## src/dclc_pkg.sv

```systemverilog
/*
 * Package for the divider channel leaf controller: register offsets, field
 * positions, reset values, mode encodings, the repeat count width and slip states.
 * Assumes a 10 MHz system clock and a 32-bit Avalon-MM register bus.
 */
package dclc_pkg;

    // Register byte offsets
    localparam logic [3:0]  DCLC_CTRL_OFS     = 4'h0;
    localparam logic [3:0]  DCLC_SLIP_OFS     = 4'h4;
    localparam logic [3:0]  DCLC_STAT_OFS     = 4'h8;

    // Control register field positions
    localparam int          DCLC_EN_BIT       = 0;
    localparam int          DCLC_SLIP_ACC_BIT = 1;
    localparam int          DCLC_RPH_ACC_BIT  = 2;
    localparam int          DCLC_MSLIP_BIT    = 3;
    localparam int          DCLC_BUF_DYN_BIT  = 4;
    localparam int          DCLC_START_LSB    = 8;
    localparam int          DCLC_MUTE_LSB     = 12;

    // Control and slip register reset values
    localparam logic [31:0] DCLC_CTRL_RST     = 32'h0000_0000;
    localparam logic [11:0] DCLC_SLIP_RST     = 12'h001;

    // Startup modes
    localparam logic [1:0]  DCLC_START_ASYNC  = 2'h0;
    localparam logic [1:0]  DCLC_START_DYN    = 2'h3;

    // Idle output level encodings
    localparam logic [1:0]  DCLC_MUTE_FLOAT   = 2'h0;
    localparam logic [1:0]  DCLC_MUTE_ZERO    = 2'h2;

    // Width of the repeat count
    localparam int          DCLC_CNT_W        = 12;

    // Slip sequencer states
    typedef enum logic [1:0] {
        DCLC_SL_IDLE  = 2'b00,
        DCLC_SL_PAUSE = 2'b01,
        DCLC_SL_GAP   = 2'b10
    } dclc_slip_st_t;

endpackage : dclc_pkg

```

## src/dclc_slip_seq.sv

```systemverilog
/*
 * Repeat-slip sequencer: turns one slip request into a train of one-cycle
 * clock pauses, each pause moving the divider phase by one clock period.
 * Assumes requests are single-cycle pulses synchronous to clk.
 */
`timescale 1ns/1ps
module dclc_slip_seq
    import dclc_pkg::*;
#(
    parameter int CNT_W = DCLC_CNT_W
) (
    input  wire logic             clk,
    input  wire logic             rst_n,
    input  wire logic             start,
    input  wire logic             repeat_en,
    input  wire logic [CNT_W-1:0] repeat_cnt,
    output logic                  gate_ff,
    output logic                  busy_ff,
    output logic                  done_ff
);

    // Elaboration-time check: counter widths outside this range are not served
    if (CNT_W < 2 || CNT_W > 16) begin : g_bad_cnt_w
        $error("dclc_slip_seq: CNT_W out of range");
    end

    dclc_slip_st_t      st_ff;
    dclc_slip_st_t      nxt_st;
    logic [CNT_W-1:0]   target_ff;
    logic [CNT_W-1:0]   done_cnt_ff;
    logic [CNT_W-1:0]   nxt_done_cnt;

    // Next state: pause one cycle, then one gap cycle before the next pause
    always_comb begin
        nxt_st       = st_ff;
        nxt_done_cnt = done_cnt_ff;
        unique case (st_ff)
            DCLC_SL_IDLE: begin
                if (start) begin
                    nxt_st       = DCLC_SL_PAUSE;
                    nxt_done_cnt = '0;
                end
            end
            DCLC_SL_PAUSE: begin
                nxt_done_cnt = done_cnt_ff + 1'b1;          // [RL20]
                nxt_st       = DCLC_SL_GAP;
            end
            DCLC_SL_GAP: begin
                // Only finished once every programmed slip has happened
                if (done_cnt_ff >= target_ff) begin          // [RL20]
                    nxt_st = DCLC_SL_IDLE;
                end else begin
                    nxt_st = DCLC_SL_PAUSE;
                end
            end
            default: nxt_st = DCLC_SL_IDLE;
        endcase
    end

    // State and counters
    always_ff @(posedge clk) begin
        if (!rst_n) begin
            st_ff       <= DCLC_SL_IDLE;
            done_cnt_ff <= '0;
        end else begin
            st_ff       <= nxt_st;
            done_cnt_ff <= nxt_done_cnt;
        end
    end

    // Latch the slip count at start; count of one when repeat is off
    always_ff @(posedge clk) begin
        if (!rst_n) begin
            target_ff <= CNT_W'(1);
        end else if (st_ff == DCLC_SL_IDLE && start) begin
            target_ff <= repeat_en ? repeat_cnt : CNT_W'(1);  // [RL12] [RL13]
        end
    end

    // Registered outputs: gate pauses the divider clock for one cycle
    always_ff @(posedge clk) begin
        if (!rst_n) begin
            gate_ff <= 1'b0;
            busy_ff <= 1'b0;
            done_ff <= 1'b0;
        end else begin
            gate_ff <= (nxt_st == DCLC_SL_PAUSE);            // [RL19]
            busy_ff <= (nxt_st != DCLC_SL_IDLE);
            done_ff <= (st_ff == DCLC_SL_GAP) && (nxt_st == DCLC_SL_IDLE);
        end
    end

    // Each pause lasts exactly one cycle
    pause_one_a: assert property (@(posedge clk) disable iff (!rst_n)
        gate_ff |=> !gate_ff) else $error("slip pause longer than one cycle"); // [RL19]

endmodule : dclc_slip_seq

```

## src/dclc_leaf.sv

```systemverilog
/*
 * Divider channel leaf controller for one output channel: reacts to
 * broadcast slip, sync and pulse-chain events, drives divider power, divider
 * rephase, clock gating, output buffer enable and idle mute.
 * Assumes broadcast events are one-cycle pulses synchronous to clk and that
 * software reaches the controls over Avalon-MM with waitrequest.
 */
// The implementer's own choices: the Avalon-MM register port and the register offsets.
// Functional notes
// RL1 - Slip accept enables port and input slips
// RL2 - Repeat-slip auto-launches after sync or chain start
// RL3 - Rephase accept enables divider reset on sync
// RL4 - Rephase accept toggles safely at any time
// RL5 - Startup 00: free-running, rephased if accepted
// RL6 - Startup 11: power around pulse chains
// RL7 - Software: dynamic mode only above ratio 31
// RL8 - Buffer-follows 0: buffer follows channel enable
// RL9 - Buffer-follows 1: buffer gated with divider
// RL10 - Mute 10: force zero when idle
// RL11 - Mute 00: leave output floating when idle
// RL12 - Repeat enable selects programmed count or one
// RL13 - Repeat: each slip repeated count times
// RL14 - Software: no zero count with repeat
// RL15 - Done indication when phase operations complete
// RL16 - Software follows recommended channel configurations
// RL17 - Channel enable 0 keeps channel disabled
// RL18 - Sync aligns divider to reference timer
// RL19 - Each slip pauses divider clock one cycle
// RL20 - Sequencer reports finish after all slips
`timescale 1ns/1ps
module dclc_leaf
    import dclc_pkg::*;
#(
    parameter int CNT_W = DCLC_CNT_W
) (
    input  wire logic             clk,
    input  wire logic             rst_n,
    // Avalon-MM slave
    input  wire logic [3:0]       avs_address,
    input  wire logic             avs_read,
    input  wire logic             avs_write,
    input  wire logic [31:0]      avs_writedata,
    input  wire logic [3:0]       avs_byteenable,
    output logic      [31:0]      avs_readdata,
    output logic                  avs_waitrequest,
    // Broadcast events
    input  wire logic             slip_port_req,
    input  wire logic             slip_gpin_req,
    input  wire logic             sync_req,
    input  wire logic             timer_tick,
    input  wire logic             chain_pre,
    input  wire logic             chain_start,
    input  wire logic             chain_end,
    // To divider, retimer and buffer
    output logic                  div_power_ff,
    output logic                  div_rephase_ff,
    output logic                  div_gate_ff,
    output logic                  buf_enable_ff,
    output logic                  mute_zero_ff,
    output logic                  mute_float_ff,
    output logic                  phase_done_ff
);

    // Elaboration-time check: the repeat field is fixed at the package width
    if (CNT_W != DCLC_CNT_W) begin : g_bad_cnt_w
        $error("dclc_leaf: CNT_W must match the repeat field");
    end

    logic [31:0]      ctrl_ff;
    logic [CNT_W-1:0] slip_cnt_ff;
    logic             ack_ff;
    logic             sync_pend_ff;
    logic             chain_ff;
    logic             auto_slip_ff;
    logic             seq_gate;
    logic             seq_busy;
    logic             seq_done;
    logic             slip_go;

    wire logic       ch_en      = ctrl_ff[DCLC_EN_BIT];
    wire logic       slip_acc   = ctrl_ff[DCLC_SLIP_ACC_BIT];
    wire logic       rph_acc    = ctrl_ff[DCLC_RPH_ACC_BIT];
    wire logic       mslip_en   = ctrl_ff[DCLC_MSLIP_BIT];
    wire logic       buf_dyn    = ctrl_ff[DCLC_BUF_DYN_BIT];
    wire logic [1:0] start_mode = ctrl_ff[DCLC_START_LSB +: 2];
    wire logic [1:0] mute_mode  = ctrl_ff[DCLC_MUTE_LSB +: 2];
    wire logic       dyn_mode   = (start_mode == DCLC_START_DYN);

    wire logic       bus_req    = (avs_read || avs_write) && !ack_ff;

    // One wait state: every access is answered on the second edge
    always_ff @(posedge clk) begin
        if (!rst_n) begin
            ack_ff <= 1'b0;
        end else begin
            ack_ff <= bus_req;
        end
    end

    // Waitrequest has a flop of its own so the output comes off a register;
    // it always equals the inverse of ack_ff
    always_ff @(posedge clk) begin
        if (!rst_n) begin
            avs_waitrequest <= 1'b1;
        end else begin
            avs_waitrequest <= !bus_req;
        end
    end

    // Register writes take effect on the answering edge, byte lanes honoured
    always_ff @(posedge clk) begin
        if (!rst_n) begin
            ctrl_ff     <= DCLC_CTRL_RST;
            slip_cnt_ff <= DCLC_SLIP_RST;
        end else if (avs_write && ack_ff) begin
            if (avs_address == DCLC_CTRL_OFS) begin
                for (int b = 0; b < 4; b++) begin
                    if (avs_byteenable[b]) begin
                        ctrl_ff[8*b +: 8] <= avs_writedata[8*b +: 8];
                    end
                end
            end else if (avs_address == DCLC_SLIP_OFS) begin
                if (avs_byteenable[0]) begin
                    slip_cnt_ff[7:0] <= avs_writedata[7:0];
                end
                if (avs_byteenable[1]) begin
                    slip_cnt_ff[CNT_W-1:8] <= avs_writedata[CNT_W-1:8];
                end
            end
        end
    end

    // Read data registered; unmapped offsets read as zero
    always_ff @(posedge clk) begin
        if (!rst_n) begin
            avs_readdata <= 32'h0000_0000;
        end else if (avs_read && bus_req) begin
            unique case (avs_address)
                DCLC_CTRL_OFS: avs_readdata <= ctrl_ff;
                DCLC_SLIP_OFS: avs_readdata <= {20'h00000, slip_cnt_ff};
                DCLC_STAT_OFS: avs_readdata <= {27'h0000000, phase_done_ff,
                                                seq_busy, chain_ff,
                                                buf_enable_ff, div_power_ff};
                default:       avs_readdata <= 32'h0000_0000;
            endcase
        end
    end

    // A sync waits for the next reference timer tick so channels share origin
    always_ff @(posedge clk) begin
        if (!rst_n) begin
            sync_pend_ff <= 1'b0;
        end else if (!ch_en) begin
            sync_pend_ff <= 1'b0;                            // [RL17]
        end else if (sync_req) begin
            sync_pend_ff <= 1'b1;                            // [RL18]
        end else if (timer_tick) begin
            sync_pend_ff <= 1'b0;
        end
    end

    // Chain window tracking for dynamic mode
    always_ff @(posedge clk) begin
        if (!rst_n) begin
            chain_ff <= 1'b0;
        end else if (!ch_en || !dyn_mode) begin
            chain_ff <= 1'b0;
        end else if (chain_pre) begin
            chain_ff <= 1'b1;                                // [RL6]
        end else if (chain_end) begin
            chain_ff <= 1'b0;                                // [RL6]
        end
    end

    // Rephase pulse; accept bit only gates the trigger, so toggling it never
    // touches divider state mid-count
    always_ff @(posedge clk) begin
        if (!rst_n) begin
            div_rephase_ff <= 1'b0;
        end else begin
            div_rephase_ff <= ch_en && (                     // [RL17]
                (rph_acc && sync_pend_ff && timer_tick)      // [RL3] [RL4] [RL5] [RL18]
                || (dyn_mode && chain_start));               // [RL6]
        end
    end

    // Auto repeat-slip one cycle after a recognised sync or chain start
    always_ff @(posedge clk) begin
        if (!rst_n) begin
            auto_slip_ff <= 1'b0;
        end else begin
            auto_slip_ff <= mslip_en && ch_en &&
                ((rph_acc && sync_pend_ff && timer_tick)
                 || (dyn_mode && chain_start));              // [RL2]
        end
    end

    // Slip trigger; requests while a train runs are ignored
    assign slip_go = ch_en && !seq_busy &&
                     ((slip_acc && (slip_port_req || slip_gpin_req))  // [RL1]
                      || auto_slip_ff);                                // [RL2]

    dclc_slip_seq #(
        .CNT_W      (CNT_W)
    ) u_slip (
        .clk        (clk),
        .rst_n      (rst_n),
        .start      (slip_go),
        .repeat_en  (mslip_en),                              // [RL12]
        .repeat_cnt (slip_cnt_ff),                           // [RL13]
        .gate_ff    (seq_gate),
        .busy_ff    (seq_busy),
        .done_ff    (seq_done)
    );

    // Clock gate follows the sequencer pause
    always_ff @(posedge clk) begin
        if (!rst_n) begin
            div_gate_ff <= 1'b0;
        end else begin
            div_gate_ff <= seq_gate;                         // [RL19]
        end
    end

    // Done flag: low while a slip, a pending sync or an auto slip is in flight;
    // train end sets it and wins over a clear in the same cycle, and a sync
    // that resolves without slips lets it rise again so it cannot stick low
    always_ff @(posedge clk) begin
        if (!rst_n) begin
            phase_done_ff <= 1'b1;
        end else if (seq_done) begin
            phase_done_ff <= 1'b1;                           // [RL15] [RL20]
        end else if (slip_go || sync_pend_ff || auto_slip_ff || seq_busy) begin
            phase_done_ff <= 1'b0;
        end else begin
            phase_done_ff <= 1'b1;                           // [RL15]
        end
    end

    // Divider power: free-running in async mode, chain window in dynamic
    always_ff @(posedge clk) begin
        if (!rst_n) begin
            div_power_ff <= 1'b0;
        end else begin
            div_power_ff <= ch_en && (dyn_mode ? (chain_ff || chain_pre)   // [RL6]
                                               : 1'b1);                    // [RL5] [RL17]
        end
    end

    // Buffer enable: from channel enable, or gated with divider when buf_dyn is set in dynamic mode
    always_ff @(posedge clk) begin
        if (!rst_n) begin
            buf_enable_ff <= 1'b0;
        end else if (buf_dyn && dyn_mode) begin
            buf_enable_ff <= ch_en && (chain_ff || chain_pre);             // [RL9]
        end else begin
            buf_enable_ff <= ch_en;                                        // [RL8]
        end
    end

    // Idle mute: registered copy of the combinational gate the output stage uses
    always_ff @(posedge clk) begin
        if (!rst_n) begin
            mute_zero_ff  <= 1'b0;
            mute_float_ff <= 1'b0;
        end else begin
            mute_zero_ff  <= ch_en && dyn_mode && !chain_ff &&
                             (mute_mode == DCLC_MUTE_ZERO);                // [RL10]
            mute_float_ff <= ch_en && dyn_mode && !chain_ff &&
                             (mute_mode == DCLC_MUTE_FLOAT);               // [RL11]
        end
    end

    // Disabled channel shows no power and no buffer
    chan_off_a: assert property (@(posedge clk) disable iff (!rst_n)
        !ch_en |=> !div_power_ff && !buf_enable_ff)
        else $error("disabled channel powered"); // [RL17]

    // Accepted slip from the port starts the divider clock gate two cycles later
    slip_accept_a: assert property (@(posedge clk) disable iff (!rst_n)
        slip_go |=> ##1 div_gate_ff)
        else $error("slip did not pause the clock"); // [RL1]

    // Ignored slip when accept bit clear
    slip_ignore_a: assert property (@(posedge clk) disable iff (!rst_n)
        (!slip_acc && !auto_slip_ff) |-> !slip_go)
        else $error("slip taken without accept"); // [RL1]

    // Sync on tick rephases when accepted
    sync_rephase_a: assert property (@(posedge clk) disable iff (!rst_n)
        (ch_en && rph_acc && sync_pend_ff && timer_tick) |=> div_rephase_ff)
        else $error("accepted sync did not rephase"); // [RL3]

    // Auto repeat-slip follows a recognised sync
    auto_slip_a: assert property (@(posedge clk) disable iff (!rst_n)
        (ch_en && mslip_en && rph_acc && sync_pend_ff && timer_tick) |=> auto_slip_ff)
        else $error("repeat slip not launched"); // [RL2]

    // Buffer follows enable when not dynamic
    buf_follow_a: assert property (@(posedge clk) disable iff (!rst_n)
        !buf_dyn |=> buf_enable_ff == $past(ch_en))
        else $error("buffer not following enable"); // [RL8]

    // Idle zero mute in dynamic mode outside chains
    mute_idle_a: assert property (@(posedge clk) disable iff (!rst_n)
        (ch_en && dyn_mode && !chain_ff && mute_mode == DCLC_MUTE_ZERO) |=> mute_zero_ff)
        else $error("idle output not forced low"); // [RL10]

    // Done is low while a train runs
    done_busy_a: assert property (@(posedge clk) disable iff (!rst_n)
        (seq_busy && !seq_done) |=> !phase_done_ff)
        else $error("done shown during slips"); // [RL15]

endmodule : dclc_leaf

```

## config.mk

```make
export PLATFORM = sky130hd
export DESIGN_NAME = dclc_leaf
export DESIGN_NICKNAME = d
export VERILOG_FILES = /design/src/dclc_pkg.sv /design/src/dclc_slip_seq.sv /design/src/dclc_leaf.sv
export SDC_FILE = /design/constraint.sdc
export NUM_CORES = 1
export LEC_CHECK = 0
export BUFFER_PORTS_ARGS = -buffer_cell sky130_fd_sc_hd__buf_2
export CAP_MARGIN = 10
export CORE_AREA = 2 2 98 100
export DETAILED_ROUTE_END_ITERATION = 16
export DIE_AREA = 0 0 100 102
export PLACE_DENSITY_LB_ADDON = 0.3
export REMOVE_ABC_BUFFERS = 1
export SLEW_MARGIN = 20
export SYNTH_ARGS = -nofsm -noshare
export SYNTH_HDL_FRONTEND = slang
export SYNTH_HIERARCHICAL = 1
export SYNTH_SLANG_ARGS = --single-unit
export TNS_END_PERCENT = 30
```

## constraint.sdc

```tcl
create_clock -name clk -period 2.5 [get_ports clk]
set_clock_uncertainty 0.05 [all_clocks]
set_input_delay 0.25 -clock clk [delete_from_list [all_inputs] [get_ports clk]]
set_output_delay 0.25 -clock clk [all_outputs]
set_load 0.005 [all_outputs]
```

Word-level counts from Yosys, hierarchy flattened. Cells that the tools add are included.

Flip-flop bits (word level): 117. Bits of input ports: 51. Output and inout bits: 40. Logic and storage cells: 105.

Add/sub/neg operators: 1. Order comparisons: 1. Equality and inequality tests: 8. Mux-type cells: 14. Bitwise operators: 2. Reductions and logical operators: 54.

Operator list (count): one-hot mux 32 bit (3 select lines) (1); two-way mux 12 bit (2); one-hot mux 12 bit (2 select lines) (1); logical AND 1 bit (21); adder 12 x 1 -> 12 bit (second input constant) (1); >= comparator 12 bit (1); AND reduction 3 bit (4); logical OR 1 bit (9); two-way mux 1 bit (8); AND reduction 4 bit (2); nonzero test 2 bit (4); == test 2 bit (second input constant) (3); logical NOT 1 bit (6); logical NOT 2 bit (3); one-hot mux 2 bit (3 select lines) (1); == test 2 x 1 -> 1 bit (second input constant) (2); == test 4 x 3 -> 1 bit (second input constant) (1); == test 4 bit (second input constant) (1); logical NOT 4 bit (1); AND reduction 2 bit (2); OR reduction 2 bit (2); two-way mux 2 bit (1); != test 2 bit (second input constant) (1); NOT 1 bit (2).

Longest topological paths before layout.
Depth in word-level cells: 8. Depth in mapped cells: 7. Depth with buffers taken out: 7.

By module. The synthesis kept the hierarchy.

By module, submodules not included: dclc_leaf (times used 1, cells each 403, area each 3458.3 µm², seq. area each 1761.7 µm²); dclc_slip_seq (times used 1, cells each 177, area each 1450.1 µm², seq. area each 580.6 µm²).

Worst setup path after synthesis. Ideal clock, no wire load.

Path type: flip-flop to flip-flop. From: register u_slip.target_ff[9]. To: register u_slip.done_ff. Library setup time: 117 ps. Data arrival time: 1577 ps. Required time: 2333 ps. Slack: 757 ps. Stages on the path, launching flop included: 8. Buffers on the path: 0. Clock period less this slack: 1743 ps. Path through: dfxtp_1 inv_1 ha_1 a211oi_1 o21ai_1 a2111oi_2 a21oi_2 and4b_1.

Word-level cells in the longest chain between the ends: 5.

Ends and longest elaborated chain: from (decl) (line dclc_slip_seq.sv:29) `logic [CNT_W-1:0] target_ff;`; from (signal assigned) (line dclc_slip_seq.sv:76) `target_ff <= repeat_en ? repeat_cnt : CNT_W'(1);`; >= comparator 12 bit (line dclc_slip_seq.sv:50) `if (done_cnt_ff >= target_ff) begin`; two-way mux 1 bit (line dclc_slip_seq.sv:50); one-hot mux 2 bit (3 select lines) (line dclc_slip_seq.sv:37) `unique case (st_ff)`; logical NOT 2 bit (line dclc_slip_seq.sv:89) `done_ff <= (st_ff == DCLC_SL_GAP) && (nxt_st == DCLC_SL_IDLE);`; logical AND 1 bit (line dclc_slip_seq.sv:89); to (signal assigned) (line dclc_slip_seq.sv:89); to (decl) (line dclc_slip_seq.sv:19) `output logic done_ff`.

Every way passes these cells. A chain may end at the register's enable or synchronous reset.

Worst setup path after layout. Ends and elaborated chain as after synthesis.

==> impl_results.md <==
- Sequential share of the synthesized area: 0.477
- Pwr Density: around 740 mW/mm2
- Register area: 0.00234 mm2
- CP Class: reg2reg
- Area Growth Syn to Fin: 31.4%
- Final Cycle Share: 0.754
- GRT Total Usage: 0.267
- Slowest library cell on the worst path: dfxtp_1
- Ports: 91
- RePlAce Congestion: 0.839
- CTS sink count: 117
- Reg2reg path depth: 7
- Initial antenna violation count: 0
- Post-synth top area cell: dfxtp_1
- MaxCap Viol Count: 0
- Worst Hold Path EP: slip_cnt_ff[0]
- First-pass GRT wire length: about 22000 um
- Pre-CTS setup slack: 0.605 ns
- DR iter-0 viols: 253
- Crit path max fanout: 4
- RSZ-0062 raised after global routing: false
- Post-Synthesis Cell Area: slightly below 0.005 mm2
- Crit-path cells: inv_1 > ha_1 > a211oi_1 > o21ai_1 > a2111oi_2 > a21oi_2 > and4b_1
- Post-synthesis register bit count: 117
- CP Capture Type: flip-flop
- Total clock buffers created by CTS: 17
- Grt total ovfl: 0
- Async S/R FF share, synth: 0
- ANT nets after route: 0
- Max IR drop VDD: 0.426 mV
- HP Start: rst_n
- R2r setup slk: 0.61 ns
- Final hold vios: 0
- Largest family of logic cells by synthesized area: simple AND/OR/NAND/NOR gates
- Leak: 2.51 nW
- YS warnings: 6
- Ys flop type: dfxtp_1
- Hold path cells: 2
- Multi-input logic area: 0.00234 mm2
- Drt via density: 5.72
- XOR/XNOR share of the synthesized area: 0
- FMAX: 0.530 GHz
- R2r endpoint: u_slip/done_ff
- Starting density of the core: 0.539
- Crit start category: flip-flop
- Setup ws final: ~0.6 ns
- Share of layout cells above drive strength 1: 0.217
- Area contributors post-synth: dfxtp_1, nand3_1, a21oi_1, nand2_1, ha_1
- Post-synthesis cell count: 580
- Total number of vias: 4711
- Final Core Density: 0.708
- H-tree depth: 4
- Ant diodes: 0
- Clock tree from TritonCTS: done
- Final WL: 13100 um
- Row count: 35
- Hold crit path type: in2reg
- Die width: ~100 um
- Max clock buf depth: 2
- Min Tclk post-route: 1.89 ns
- I/O Buffers: 90
- Crit-path max cell delay: 0.32 ns
- Max Slew Vio Count: 0
- Slew @ Worst Pin: ~0.7 ns
- Worst-Skew Late Latency: slightly above 0.5 ns
- Crit path required time: 2.85 ns
- Die height: ~100 um
- Mapped Avg Cell Area: 8.46 um2
- Worst Path Arrival: 2.23 ns
- Net count, final: 764
- Core area: 0.00911 mm2
- Worst r2r src: u_slip/target_ff[9]
- Post-synth top area share: 0.477
- Multiplexer share of the synthesized area: 0.0510
- HPWL Detailed: ~8500 um
- Complex-gate fraction of the synthesized area: 0.157
- Layout fillers: 673
- DRC: 0
- Post-synth EDFFs: 0
- Status: completed
- Clk pin slew, worst setup/hold paths: 0.06 ns
- Setup violators final: 0
- Die footprint: 0.0102 mm2
- Pre-Repair DR Iteration Count: 6
- Max-slew headroom: 0.527
- Number of global-route vias before repair: approximately 4600
- Clock root cell: clkbuf_8
- Synth Area in Adders: 0.0331
- Distinct cells, synth: 50
- Routed wire per std cell: 15.9 um
- Simple-gate share of the synthesized area: 0.233
- Largest net degree at the start of global routing: 33
registers in the layout (all words and copies together) (netlist names), 2 cells and up:
signal and cells:
u_slip/st_ff 2, u_slip/done_cnt_ff 12, slip_cnt_ff 12, u_slip/target_ff 12, ctrl_ff 32, avs_readdata 32
layer usage:
layer  vias to the layer above  routed length [um]  share of wire  global-route usage
met5                         -                   0              0                   0
met4                         0                 338          0.026               0.126
met3                        34                 891          0.068              0.0677
met2                       196                6170           0.47               0.439
met1                      2189                5690           0.43               0.331
li1                       2292                   -              -                   -
placed cells by master (no fill, tap or decap), drive strengths merged, types with 3 or more instances in the layout:
cell type	instances
a21oi	83
a222oi	5
and2	4
buf	103
bufinv	5
clkbuf	18
clkinv	4
clkinvlp	4
dfxtp	117
dlygate4sd3	36
ha	13
inv	19
mux2	8
mux2i	16
nand2	85
nand3	87
nand4	3
nor2	19
nor2b	4
nor3	7
o21ai	38
or2	4
or3	4
worst max-delay path by stage:
stage	cells after the start	start	slack [ns]	endpoint
final	7	u_slip/target_ff[9]	0.61	u_slip/done_ff
after global routing	7	u_slip/target_ff[9]	0.51	u_slip/done_ff
after CTS	7	u_slip/target_ff[9]	0.60	u_slip/done_ff
after detailed placement	7	u_slip/target_ff[9]	0.61	u_slip/done_ff
after global placement	7	u_slip/target_ff[9]	0.70	u_slip/done_ff
after floorplan	3	avs_address[0]	-0.21	avs_readdata[4]
cells in the mapped netlist, drive strengths merged (2+ instances only):
library cell	n
nor3	7
and3	2
nand2b	2
a222oi	5
mux2	8
inv	17
nor2b	4
mux2i	16
clkbuf	18
a211oi	2
nand2	85
or3	4
o21ai	38
and2	4
nor3b	2
ha	13
a21oi	83
o211ai	2
or2	4
buf	20
nor2	19
nand4	3
o21a	2
nand3	87
nor4	2
dfxtp	117
worst max-delay path: cells and delay by family, from the launching register on:
family | cells | cell delay [ns]
adders and majority gates | 1 | 0.31
buffers and inverters | 1 | 0.04
DFF | 1 | 0.32
AOI/OAI and AO/OA | 4 | 0.86
and+or+nand+nor | 1 | 0.20
metrics by stage:
stage / TNS (ns) / hold WS, ns / std cells / cell area [um2] / total power, mW
final: 0 / 0.0261 / 824 / 6450 / 4.74
after global routing: 0 / 0.0237 / 824 / 6450 / 4.86
after CTS: 0 / 0.00249 / 824 / 6450 / 4.76
after detailed placement: 0 / 0.376 / 756 / 5440 / 2.09
after global placement: 0 / 0.380 / 756 / 5440 / 2.09
after floorplan: -1.04 / 0.272 / 542 / 4730 / 1.98
power by group:
part / leakage (nW) / internal (mW) / total (mW) / switching [mW]
combinational: 1.27 / 0.0942 / 0.227 / 0.133
sequential: 0.943 / 1.87 / 1.87 / 0.00476
clock: 0.304 / 1.75 / 2.64 / 0.886
cells by family (layout without fill, tap and decap cells):
family,count (synthesis),in the layout
compound gates,139,139
buf+inv,56,189
simple gates,231,231
fa+ha+maj,13,13
flops,117,117
mux,24,24
repair_timing:
action | in CTS | in global routing
setup buffers | 0 | 0
hold endpoints to repair | 47 | 0
hold buffers | 36 | 0
resized for setup | 0 | 0
cell type report:
class / instances / area share
Sequential cell: 117 / 0.363
Multi-Input combinational cell: 407 / 0.363
Timing Repair Buffer: 139 / 0.141
Clock buffer: 18 / 0.0663
Clock inverter: 14 / 0.0347
Tap cell: 111 / 0.0215
Inverter: 18 / 0.0105
Note: power is estimated with default switching activity, not from simulation.
